File: src/hdl/gdt_pkg.sv
// constants, field layouts and encodings of the eight-pin gpio port block
// assumes a 32-bit avalon-mm slave whose top decodes these byte offsets directly
package gdt_pkg;

  localparam int unsigned PIN_COUNT = 8;
  localparam int unsigned ADDR_W    = 6;

  // ---------------------------------------------------------------
  // register byte offsets
  // ---------------------------------------------------------------
  localparam logic [5:0] DIR_SET_OFS  = 6'h00;
  localparam logic [5:0] DIR_GET_OFS  = 6'h04;
  localparam logic [5:0] PAD_EN_OFS   = 6'h08;
  localparam logic [5:0] DMA_SET_OFS  = 6'h0C;
  localparam logic [5:0] DMA_CLR_OFS  = 6'h10;
  localparam logic [5:0] INT_EN_OFS   = 6'h14;
  localparam logic [5:0] INT_DIS_OFS  = 6'h18;
  localparam logic [5:0] INT_STAT_OFS = 6'h1C;
  localparam logic [5:0] INT_CLR_OFS  = 6'h20;
  localparam logic [5:0] TYPE_SET_OFS = 6'h24;
  localparam logic [5:0] TYPE_GET_OFS = 6'h28;
  localparam logic [5:0] DATA_OUT_OFS = 6'h2C;
  localparam logic [5:0] PIN_IN_OFS   = 6'h30;
  localparam logic [5:0] DMA_ACT_OFS  = 6'h34;

  // ---------------------------------------------------------------
  // field positions
  // ---------------------------------------------------------------
  localparam int unsigned MASK_LSB    = 0;
  localparam int unsigned VALUE_LSB   = 8;
  localparam int unsigned SEL_LSB     = 16;
  localparam int unsigned DISC_BIT    = 3;
  localparam int unsigned VIEW_BIT    = 31;
  localparam int unsigned DMA_SRC_BIT = 8;

  // ---------------------------------------------------------------
  // encodings and reset values
  // ---------------------------------------------------------------
  localparam logic [1:0] DIR_IN      = 2'h0;
  localparam logic [1:0] DIR_OUT     = 2'h1;
  localparam logic [1:0] DIR_HW      = 2'h2;
  localparam logic [2:0] SENSE_FALL  = 3'h0;
  localparam logic [2:0] SENSE_RISE  = 3'h1;
  localparam logic [2:0] SENSE_BOTH  = 3'h2;
  localparam logic [2:0] SENSE_LOW   = 3'h3;
  localparam logic [2:0] SENSE_HIGH  = 3'h4;
  localparam logic [1:0] DIR_RESET   = 2'h0;
  localparam logic [2:0] SENSE_RESET = 3'h0;
  localparam logic [7:0] BYTE_RESET  = 8'h00;
  localparam logic [8:0] FLAG_RESET  = 9'h000;
  localparam logic [2:0] SYNC_RESET  = 3'h0;
  localparam int unsigned WAIT_CYCLES = 1;

endpackage : gdt_pkg

File: src/hdl/gdt_pin_if.sv
// per-pin bundle between the port top and a pin detector slice
// assumes one system clock shared by both ends
`timescale 1ns/1ps
interface gdt_pin_if;
  logic       pad_in;
  logic [2:0] sense;
  logic       level;
  logic       edge_hit;
  logic       level_hit;

  modport det
  (
    input  pad_in,
    input  sense,
    output level,
    output edge_hit,
    output level_hit
  );
  modport top
  (
    output pad_in,
    output sense,
    input  level,
    input  edge_hit,
    input  level_hit
  );
endinterface : gdt_pin_if

File: src/hdl/gdt_pin_det.sv
// one pin: three-stage synchroniser and edge or level detection
// assumes pad_in is asynchronous to clk
`timescale 1ns/1ps
module gdt_pin_det
(
  input  wire logic clk,
  input  wire logic rst_n,
  gdt_pin_if.det    pin
);

  typedef struct packed
  {
    logic [2:0] sync;
    logic       stable;
  } gdt_det_type;

  gdt_det_type st_reg;
  gdt_det_type st_next;
  logic        new_level;

  always_comb
  begin
    st_next      = st_reg;
    st_next.sync = {st_reg.sync[1:0], pin.pad_in};
    // stage 0 is read only by stage 1; stages 1 and 2 must agree
    new_level    = st_reg.stable;
    if (st_reg.sync[1] == st_reg.sync[2])
    begin
      new_level = st_reg.sync[2];
    end
    st_next.stable = new_level;
  end

  always_ff @(posedge clk or negedge rst_n)
  begin
    if (!rst_n)
    begin
      st_reg <= '{sync: gdt_pkg::SYNC_RESET, stable: 1'b0};
    end
    else
    begin
      st_reg <= st_next;
    end
  end

  always_comb
  begin
    pin.level     = st_reg.stable;
    pin.edge_hit  = 1'b0;
    pin.level_hit = 1'b0;
    case (pin.sense)
      gdt_pkg::SENSE_FALL: pin.edge_hit  = st_reg.stable & ~new_level;
      gdt_pkg::SENSE_RISE: pin.edge_hit  = ~st_reg.stable & new_level;
      gdt_pkg::SENSE_BOTH: pin.edge_hit  = st_reg.stable ^ new_level;
      gdt_pkg::SENSE_LOW:  pin.level_hit = ~st_reg.stable;
      gdt_pkg::SENSE_HIGH: pin.level_hit = st_reg.stable;
      default:             pin.level_hit = 1'b0;
    endcase
  end

endmodule : gdt_pin_det

File: src/hdl/gdt_port.sv
// eight-pin gpio port: direction, pad gating, dma trigger and interrupts
// assumes an avalon-mm master on SYS_CLK and asynchronous pad inputs
//
// What this block does
// - each configuration write uses an 8-bit pin mask; only masked pins change.
// - each pin is software input, software output or hardware controlled.
// - any single pin's direction setting reads back as its encoded value.
// - a pad is driven and reaches HW_IN only when its pad enable is set; detection and pin readback see it ungated.
// - any pin can be enabled as a dma start trigger.
// - clearing a pin's trigger enable stops only that pin's triggers.
// - a trigger pin still raises its interrupt when that is enabled.
// - nine interrupt sources: pins 0 to 7 and port dma activity.
// - only enabled sources drive the port interrupt output.
// - a clear write clears exactly the named edge and dma pending flags; level flags ignore it.
// - status reads as raw or masked view.
// - detection is falling, rising, both edges, low or high level.
// - a discrete option gives a pin its own interrupt output.
// - type readback returns the sense and the discrete option.
//
// Added by the designer: the Avalon-MM slave port and the placing of the registers.
`timescale 1ns/1ps
module gdt_port
(
  input  wire logic        SYS_CLK,
  input  wire logic        RESETN,
  input  wire logic [5:0]  AVS_ADDRESS,
  input  wire logic        AVS_READ,
  input  wire logic        AVS_WRITE,
  input  wire logic [31:0] AVS_WRITEDATA,
  input  wire logic [3:0]  AVS_BYTEENABLE,
  output logic      [31:0] AVS_READDATA,
  output logic             AVS_WAITREQUEST,
  input  wire logic [7:0]  PAD_IN,
  output logic      [7:0]  PAD_OUT,
  output logic      [7:0]  PAD_OE,
  input  wire logic [7:0]  HW_OUT,
  input  wire logic [7:0]  HW_OE,
  output logic      [7:0]  HW_IN,
  input  wire logic        DMA_DONE,
  output logic      [7:0]  DMA_REQ,
  output logic             PORT_IRQ,
  output logic      [7:0]  PIN_IRQ
);

  localparam int unsigned N = gdt_pkg::PIN_COUNT;

  typedef struct packed
  {
    logic [N-1:0][1:0] dir;
    logic [N-1:0][2:0] sense;
    logic [N-1:0]      discrete;
    logic [N-1:0]      pad_en;
    logic [N-1:0]      dma_en;
    logic [N-1:0]      data_out;
    logic [8:0]        raw;
    logic [8:0]        int_en;
    logic [7:0]        sel_dir;
    logic [7:0]        sel_type;
    logic              view;
    logic              acked;
    logic              waitreq;
    logic [31:0]       rdata;
    logic [7:0]        pad_out;
    logic [7:0]        pad_oe;
    logic [7:0]        hw_in;
    logic [7:0]        dma_req;
    logic              port_irq;
    logic [7:0]        pin_irq;
  } gdt_state_type;

  // field reset values come from the package, single bits and rdata are literals; only waitrequest idles high
  localparam gdt_state_type ST_RESET = '{
    dir:      {N{gdt_pkg::DIR_RESET}},
    sense:    {N{gdt_pkg::SENSE_RESET}},
    discrete: gdt_pkg::BYTE_RESET,
    pad_en:   gdt_pkg::BYTE_RESET,
    dma_en:   gdt_pkg::BYTE_RESET,
    data_out: gdt_pkg::BYTE_RESET,
    raw:      gdt_pkg::FLAG_RESET,
    int_en:   gdt_pkg::FLAG_RESET,
    sel_dir:  gdt_pkg::BYTE_RESET,
    sel_type: gdt_pkg::BYTE_RESET,
    view:     1'b0,
    acked:    1'b0,
    waitreq:  1'b1,
    rdata:    32'h00000000,
    pad_out:  gdt_pkg::BYTE_RESET,
    pad_oe:   gdt_pkg::BYTE_RESET,
    hw_in:    gdt_pkg::BYTE_RESET,
    dma_req:  gdt_pkg::BYTE_RESET,
    port_irq: 1'b0,
    pin_irq:  gdt_pkg::BYTE_RESET
  };

  gdt_state_type st_reg;
  gdt_state_type st_next;

  logic [N-1:0] level;
  logic [N-1:0] edge_hit;
  logic [N-1:0] level_hit;
  logic [N-1:0] pad_gated;

  // ---------------------------------------------------------------
  // per-pin detectors
  // ---------------------------------------------------------------
  // the detectors see the pad ungated: pad enable only gates what leaves the port
  genvar g;
  generate
    for (g = 0; g < N; g++)
    begin : g_pin
      gdt_pin_if pif ();
      assign pif.pad_in   = PAD_IN[g];
      assign pif.sense    = st_reg.sense[g];
      assign level[g]     = pif.level;
      assign edge_hit[g]  = pif.edge_hit;
      assign level_hit[g] = pif.level_hit;
      gdt_pin_det u_det
      (
        .clk   (SYS_CLK),
        .rst_n (RESETN),
        .pin   (pif.det)
      );
    end
  endgenerate

  // ---------------------------------------------------------------
  // register access and event logic
  // ---------------------------------------------------------------
  logic [7:0]  wmask;
  logic [7:0]  wval;
  logic        wr_hit;
  logic        rd_hit;
  logic [8:0]  set_ev;
  logic [8:0]  clr_ev;
  logic [8:0]  masked;
  logic [8:0]  stat_view;
  logic [8:0]  combined;
  logic [2:0]  dsel;
  logic [2:0]  tsel;
  logic [31:0] rd;

  always_comb
  begin
    st_next   = st_reg;
    wmask     = AVS_WRITEDATA[gdt_pkg::MASK_LSB +: 8];
    wval      = AVS_WRITEDATA[gdt_pkg::VALUE_LSB +: 8];
    // ---------------------------------------------------------------
    // bus handshake
    // ---------------------------------------------------------------
    // one wait state: a read samples the state at the taking edge, while a write
    // lands at the answer edge, where the master still holds every qualifier
    wr_hit    = AVS_WRITE & st_reg.acked;
    rd_hit    = AVS_READ & ~st_reg.acked;
    clr_ev    = 9'h000;
    // the peripheral sees the synchronised level, never the raw pad
    pad_gated = level & st_reg.pad_en;
    dsel      = st_reg.sel_dir[2:0];
    tsel      = st_reg.sel_type[2:0];
    rd        = 32'h00000000;

    st_next.acked   = (AVS_READ | AVS_WRITE) & ~st_reg.acked;
    st_next.waitreq = ~st_next.acked;

    // ---------------------------------------------------------------
    // register writes
    // ---------------------------------------------------------------
    // partial writes are answered but dropped: every field here wants a full word
    if (wr_hit && AVS_BYTEENABLE == 4'hF)
    begin
      case (AVS_ADDRESS)
        gdt_pkg::DIR_SET_OFS:
        begin
          for (int i = 0; i < N; i++)
          begin
            if (wmask[i])
            begin
              st_next.dir[i] = wval[1:0];
            end
          end
          // the pin select rides along with every direction write
          st_next.sel_dir = AVS_WRITEDATA[gdt_pkg::SEL_LSB +: 8];
        end
        gdt_pkg::PAD_EN_OFS:
        begin
          st_next.pad_en = (st_reg.pad_en & ~wmask) | (wval & wmask);
        end
        gdt_pkg::DMA_SET_OFS:
        begin
          st_next.dma_en = st_reg.dma_en | wmask;
        end
        gdt_pkg::DMA_CLR_OFS:
        begin
          st_next.dma_en = st_reg.dma_en & ~wmask;
        end
        gdt_pkg::INT_EN_OFS:
        begin
          st_next.int_en = st_reg.int_en | AVS_WRITEDATA[8:0];
        end
        gdt_pkg::INT_DIS_OFS:
        begin
          st_next.int_en = st_reg.int_en & ~AVS_WRITEDATA[8:0];
        end
        gdt_pkg::INT_STAT_OFS:
        begin
          st_next.view = AVS_WRITEDATA[gdt_pkg::VIEW_BIT];
        end
        gdt_pkg::INT_CLR_OFS:
        begin
          clr_ev = AVS_WRITEDATA[8:0];
        end
        gdt_pkg::TYPE_SET_OFS:
        begin
          for (int i = 0; i < N; i++)
          begin
            if (wmask[i])
            begin
              st_next.sense[i]    = wval[2:0];
              st_next.discrete[i] = wval[gdt_pkg::DISC_BIT];
            end
          end
          // as for direction, the select is replaced on every type write
          st_next.sel_type = AVS_WRITEDATA[gdt_pkg::SEL_LSB +: 8];
        end
        gdt_pkg::DATA_OUT_OFS:
        begin
          st_next.data_out = (st_reg.data_out & ~wmask) | (wval & wmask);
        end
        default:
        begin
          st_next.view = st_reg.view;
        end
      endcase
    end

    // ---------------------------------------------------------------
    // event flags
    // ---------------------------------------------------------------
    // edge hits stick; level hits are re-evaluated every cycle
    // level flags ignore a clear: they drop only when the pin leaves its sense
    set_ev = {DMA_DONE, edge_hit};
    for (int i = 0; i < N; i++)
    begin
      if (st_reg.sense[i] == gdt_pkg::SENSE_LOW || st_reg.sense[i] == gdt_pkg::SENSE_HIGH)
      begin
        st_next.raw[i] = level_hit[i];
      end
      else
      begin
        st_next.raw[i] = set_ev[i] | (st_reg.raw[i] & ~clr_ev[i]);
      end
    end
    st_next.raw[8] = set_ev[8] | (st_reg.raw[8] & ~clr_ev[8]);

    masked = st_reg.raw & st_reg.int_en;

    // ---------------------------------------------------------------
    // read data
    // ---------------------------------------------------------------
    // the view bit sticks, so software picks it once and reads many times
    stat_view = st_reg.raw;
    if (st_reg.view)
    begin
      stat_view = masked;
    end

    case (AVS_ADDRESS)
      gdt_pkg::DIR_SET_OFS:  rd = {16'h0000, st_reg.sel_dir, 8'h00};
      gdt_pkg::DIR_GET_OFS:  rd = {30'h0, st_reg.dir[dsel]};
      gdt_pkg::PAD_EN_OFS:   rd = {24'h000000, st_reg.pad_en};
      gdt_pkg::DMA_SET_OFS:  rd = {24'h000000, st_reg.dma_en};
      gdt_pkg::INT_EN_OFS:   rd = {23'h0, st_reg.int_en};
      gdt_pkg::INT_STAT_OFS: rd = {st_reg.view, 22'h0, stat_view};
      gdt_pkg::TYPE_GET_OFS: rd = {28'h0000000, st_reg.discrete[tsel], st_reg.sense[tsel]};
      gdt_pkg::DATA_OUT_OFS: rd = {24'h000000, st_reg.data_out};
      gdt_pkg::PIN_IN_OFS:   rd = {24'h000000, level};
      gdt_pkg::DMA_ACT_OFS:  rd = {24'h000000, st_reg.dma_req};
      default:               rd = 32'h00000000;
    endcase
    st_next.rdata = rd_hit ? rd : st_reg.rdata;

    // ---------------------------------------------------------------
    // pad steering per direction
    // ---------------------------------------------------------------
    for (int i = 0; i < N; i++)
    begin
      case (st_reg.dir[i])
        gdt_pkg::DIR_OUT:
        begin
          st_next.pad_out[i] = st_reg.data_out[i];
          st_next.pad_oe[i]  = st_reg.pad_en[i];
        end
        gdt_pkg::DIR_HW:
        begin
          st_next.pad_out[i] = HW_OUT[i];
          st_next.pad_oe[i]  = HW_OE[i] & st_reg.pad_en[i];
        end
        // inputs and unused codes leave the pad undriven
        default:
        begin
          st_next.pad_out[i] = 1'b0;
          st_next.pad_oe[i]  = 1'b0;
        end
      endcase
      st_next.hw_in[i] = (st_reg.dir[i] == gdt_pkg::DIR_HW) & pad_gated[i];
    end

    // ---------------------------------------------------------------
    // dma trigger and interrupt lines
    // ---------------------------------------------------------------
    // trigger and interrupt run in parallel from the same hit
    st_next.dma_req  = st_reg.dma_en & (edge_hit | level_hit);
    // discrete pins leave the combined output and use their own line;
    // the dma source has no pin of its own, so it always stays combined
    combined         = masked & {1'b1, ~st_reg.discrete};
    st_next.port_irq = |combined;
    st_next.pin_irq  = masked[7:0] & st_reg.discrete;
  end

  always_ff @(posedge SYS_CLK or negedge RESETN)
  begin
    if (!RESETN)
    begin
      st_reg <= ST_RESET;
    end
    else
    begin
      st_reg <= st_next;
    end
  end

  // ---------------------------------------------------------------
  // outputs
  // ---------------------------------------------------------------
  assign AVS_READDATA    = st_reg.rdata;
  assign AVS_WAITREQUEST = st_reg.waitreq;
  assign PAD_OUT         = st_reg.pad_out;
  assign PAD_OE          = st_reg.pad_oe;
  assign HW_IN           = st_reg.hw_in;
  assign DMA_REQ         = st_reg.dma_req;
  assign PORT_IRQ        = st_reg.port_irq;
  assign PIN_IRQ         = st_reg.pin_irq;

endmodule : gdt_port

File: config.mk
export PLATFORM = sky130hd
export DESIGN_NAME = gdt_port
export DESIGN_NICKNAME = d
export VERILOG_FILES = /design/src/hdl/gdt_pkg.sv /design/src/hdl/gdt_pin_if.sv /design/src/hdl/gdt_pin_det.sv /design/src/hdl/gdt_port.sv
export SDC_FILE = /design/constraint.sdc
export NUM_CORES = 1
export LEC_CHECK = 0
export BUFFER_PORTS_ARGS = -buffer_cell sky130_fd_sc_hd__buf_2
export CAP_MARGIN = 10
export CORE_UTILIZATION = 50
export DETAILED_ROUTE_END_ITERATION = 7
export GPL_ROUTABILITY_DRIVEN = 0
export HOLD_SLACK_MARGIN = 0.1
export PLACE_DENSITY = 0.71
export SETUP_SLACK_MARGIN = 0.02
export SYNTH_ARGS = -nofsm -noshare
export SYNTH_HDL_FRONTEND = slang
export SYNTH_SLANG_ARGS = --single-unit
File: constraint.sdc
create_clock -name SYS_CLK -period 2.3 [get_ports SYS_CLK]
set_input_delay 0.69 -clock SYS_CLK [delete_from_list [all_inputs] [get_ports SYS_CLK]]
set_output_delay 0.69 -clock SYS_CLK [all_outputs]
set_load 0.01 [all_outputs]
==> results.sh <==
export IMPL_fin_crit_ns=2.18
export IMPL_synth_seq_area_share_pct=49.5
export IMPL_p_seq_share_pct=49.9
export IMPL_start_util_pct=51.8
export IMPL_yosysMostFrequentCell="dfrtp_1"
export IMPL_worst_endpoint_arrival_ns=2.49
export IMPL_ioPinCount=145
export IMPL_maxSlewViolCount=0
export IMPL_pwr_share_comb_pct=7.8
export IMPL_clock_sinks=194
export IMPL_cts_buffers=17
export IMPL_hp_class="input port to asynchronous set/reset pin"
export IMPL_numPortBuffers=122
export IMPL_wl_per_cell_um=18.5
export IMPL_synth_largest_area_cell="dfrtp_1"
export IMPL_dr_total_vias=7465
export IMPL_synth_top_area_share_pct=49.2
export IMPL_start_kind="input port"
export IMPL_fin_nets=1150
export IMPL_cp_required_ns=2.62
export IMPL_area_growth_pct=15.3
export IMPL_switching_power_uw=1740
export IMPL_ys_warn_count=0
export IMPL_cts_tree="built"
export IMPL_dr_pass1_iters=6
export IMPL_fin_skew_ns=0.00881
export IMPL_min_period_over_period_pct=94.6
export IMPL_finalSetupTns_ns=0
export IMPL_fmax_ghz=0.460
export IMPL_vdd_drop_max_uv=429
export IMPL_place_hpwl_mm=18.2
export IMPL_maxCapViolations=0
export IMPL_status="completed"
export IMPL_route_detailed_drc=0
export IMPL_layoutNonFillerInstCount=1321
export IMPL_post_cts_resized=0
export IMPL_cts_root_buf="clkbuf_16"
export IMPL_fp_dieArea_mm2=0.0202
export IMPL_htreeDepth=4
export IMPL_worst_pin_slew_ns=0.594
export IMPL_grt_pass1_wl_mm=39.0
export IMPL_insertion_delay_ns=0.43
export IMPL_grt_max_degree=62
export IMPL_antenna_found_initial=1
export IMPL_routed_wl_mm=24.4
export IMPL_path_class="input port to flop"
export IMPL_ctsHoldBuffers=0
export IMPL_grt_pass1_vias=7182
export IMPL_via_per_inst=5.65
export IMPL_relSlewSlack_pct=60.4
export IMPL_swShare_pct=24.6
export IMPL_synth_ff_type="dfrtp_1"
export IMPL_grt_overflow_total=0
export IMPL_synth_seq_cells=194
export IMPL_intPower_uw=5340
export IMPL_synth_edff_count=0
export IMPL_fp_dieH_um=142
export IMPL_track_usage_pct=25.5
export IMPL_synth_cell_type_count=56
export IMPL_place_inst=1288
export IMPL_layout_drive_gt1_share_pct=29.8
export IMPL_p_per_area_mw_per_mm2=626
export IMPL_p_leak_uw=0.00555
export IMPL_netlist_instances=931
export IMPL_p_clk_share_pct=42.3
export IMPL_rsz0062_at_grt="no"
export IMPL_drt_iter0_markers=632
export IMPL_worstPathMaxFanout=16
export IMPL_clk_path_buf_depth=2
export IMPL_timing_hold_violations_final=0
export IMPL_avgSynthCellArea_um2=10.5
export IMPL_finalSetupViolCount=0
export IMPL_async_reset_ff_share_pct=100
export IMPL_netlist_area_mm2=0.00982
export IMPL_clkTransAtPathRegs_ns=0.07
export IMPL_ant_nets=0
export IMPL_row_count=50
export IMPL_cts_setup_buffers=0
export IMPL_end_kind="flop"
export IMPL_ys_top_cells_by_count="dfrtp_1 (193), nand2_1 (92), buf_4 (72)"
export IMPL_synth_area_leaders="dfrtp_1 (49%), mux2_2 (7.1%), buf_4 (5.5%)"
export IMPL_die_x_um=142
export IMPL_core_area_mm2=0.0190
## layout make-up
| type | count | area [um^2] |
|---|---|---|
| antenna | 1 | 2.50 |
| tap | 260 | 325 |
| clock buffer | 19 | 443 |
| fill | 1559 | 7640 |
| inverter | 41 | 154 |
| clock inverter | 13 | 154 |
| sequential | 194 | 4860 |
| multi-input combinational | 598 | 4160 |
| timing repair buffer | 195 | 1230 |
## power by group through the flow
| stage | clock network (uW) | registers [uW] | logic [uW] |
|---|---|---|---|
| after global placement | 0 | 3600 | 529 |
| after detailed placement | 0 | 3600 | 547 |
| after CTS | 3060 | 3540 | 553 |
| after global routing | 3220 | 3550 | 616 |
| after floorplan | 0 | 3590 | 265 |
| final | 3000 | 3540 | 551 |
## placed cells by master (no fill, tap or decap), types with 10 or more instances in the layout
cell type	netlist	routed
nand3_1	31	31
mux2_2	62	62
conb_1	1	15
o21ai_0	45	37
clkbuf_16	0	17
a21oi_1	50	50
dfrtp_1	193	193
buf_2	4	121
a31oi_1	12	12
nand2_1	92	92
o21a_1	10	10
buf_4	72	68
nor2_1	51	51
mux4_2	12	12
o211ai_1	13	13
nor3_1	10	10
and3_1	32	32
inv_1	41	41
nand2b_1	10	10
ha_1	32	32
a22oi_1	26	26
## critical path, stage by stage
cell	delay (ns)
buf_2	0.13
or4_4	0.55
buf_4	0.17
nor3_4	0.18
and2_1	0.20
buf_12	0.17
nand2_1	0.11
mux2_2	0.29
## cell families after synthesis
logic type / count (synthesis) / synth area share (%)
and+or+nand+nor: 275 / 14.0
DFF: 194 / 49.5
AOI/OAI and AO/OA: 192 / 12.4
buffers and inverters: 153 / 8.91
muxes: 84 / 11.1
adders and majority gates: 32 / 4.08
other: 1 / 0.0382
## metal layers
layer / share of wire (%) / track usage (%)
met5: 0 / 0
met4: 3.3 / 11.0
met3: 7.3 / 4.58
met2: 46 / 39.2
met1: 43 / 35.4
## per-stage QoR
step | hold slack (ns) | utilization (%) | cell area [um^2] | setup slack [ns] | power, uW
final | 0.139 | 59.7 | 11300 | 0.124 | 7090
after global placement | 0.332 | 56.6 | 10700 | -0.265 | 4130
after CTS | 0.130 | 59.7 | 11300 | 0.135 | 7150
after floorplan | 0.331 | - | 9930 | -0.227 | 3860
after detailed placement | 0.335 | 56.6 | 10700 | -0.310 | 4150
after global routing | 0.131 | 59.7 | 11300 | 0.0251 | 7380
## worst paths after layout
kind / endpoint / slack [ns] / cells after the start / startpoint
worst max register to register: AVS_READDATA[2] / 0.17 / 5 / st_reg[76]
worst min-delay path: st_reg[175] / 0.14 / 1 / RESETN
max in group asynchronous: g_pin[0].u_det.st_next[2] / 1.55 / 2 / RESETN
worst min register to register: g_pin[1].u_det.st_next[3] / 0.35 / 0 / g_pin[1].u_det.st_next[2]
worst max-delay path: st_reg[175] / 0.12 / 8 / AVS_ADDRESS[3]
min in group SYS_CLK: g_pin[1].u_det.st_next[3] / 0.35 / 0 / g_pin[1].u_det.st_next[2]
No activity file was read; power rests on OpenSTA's default activity.
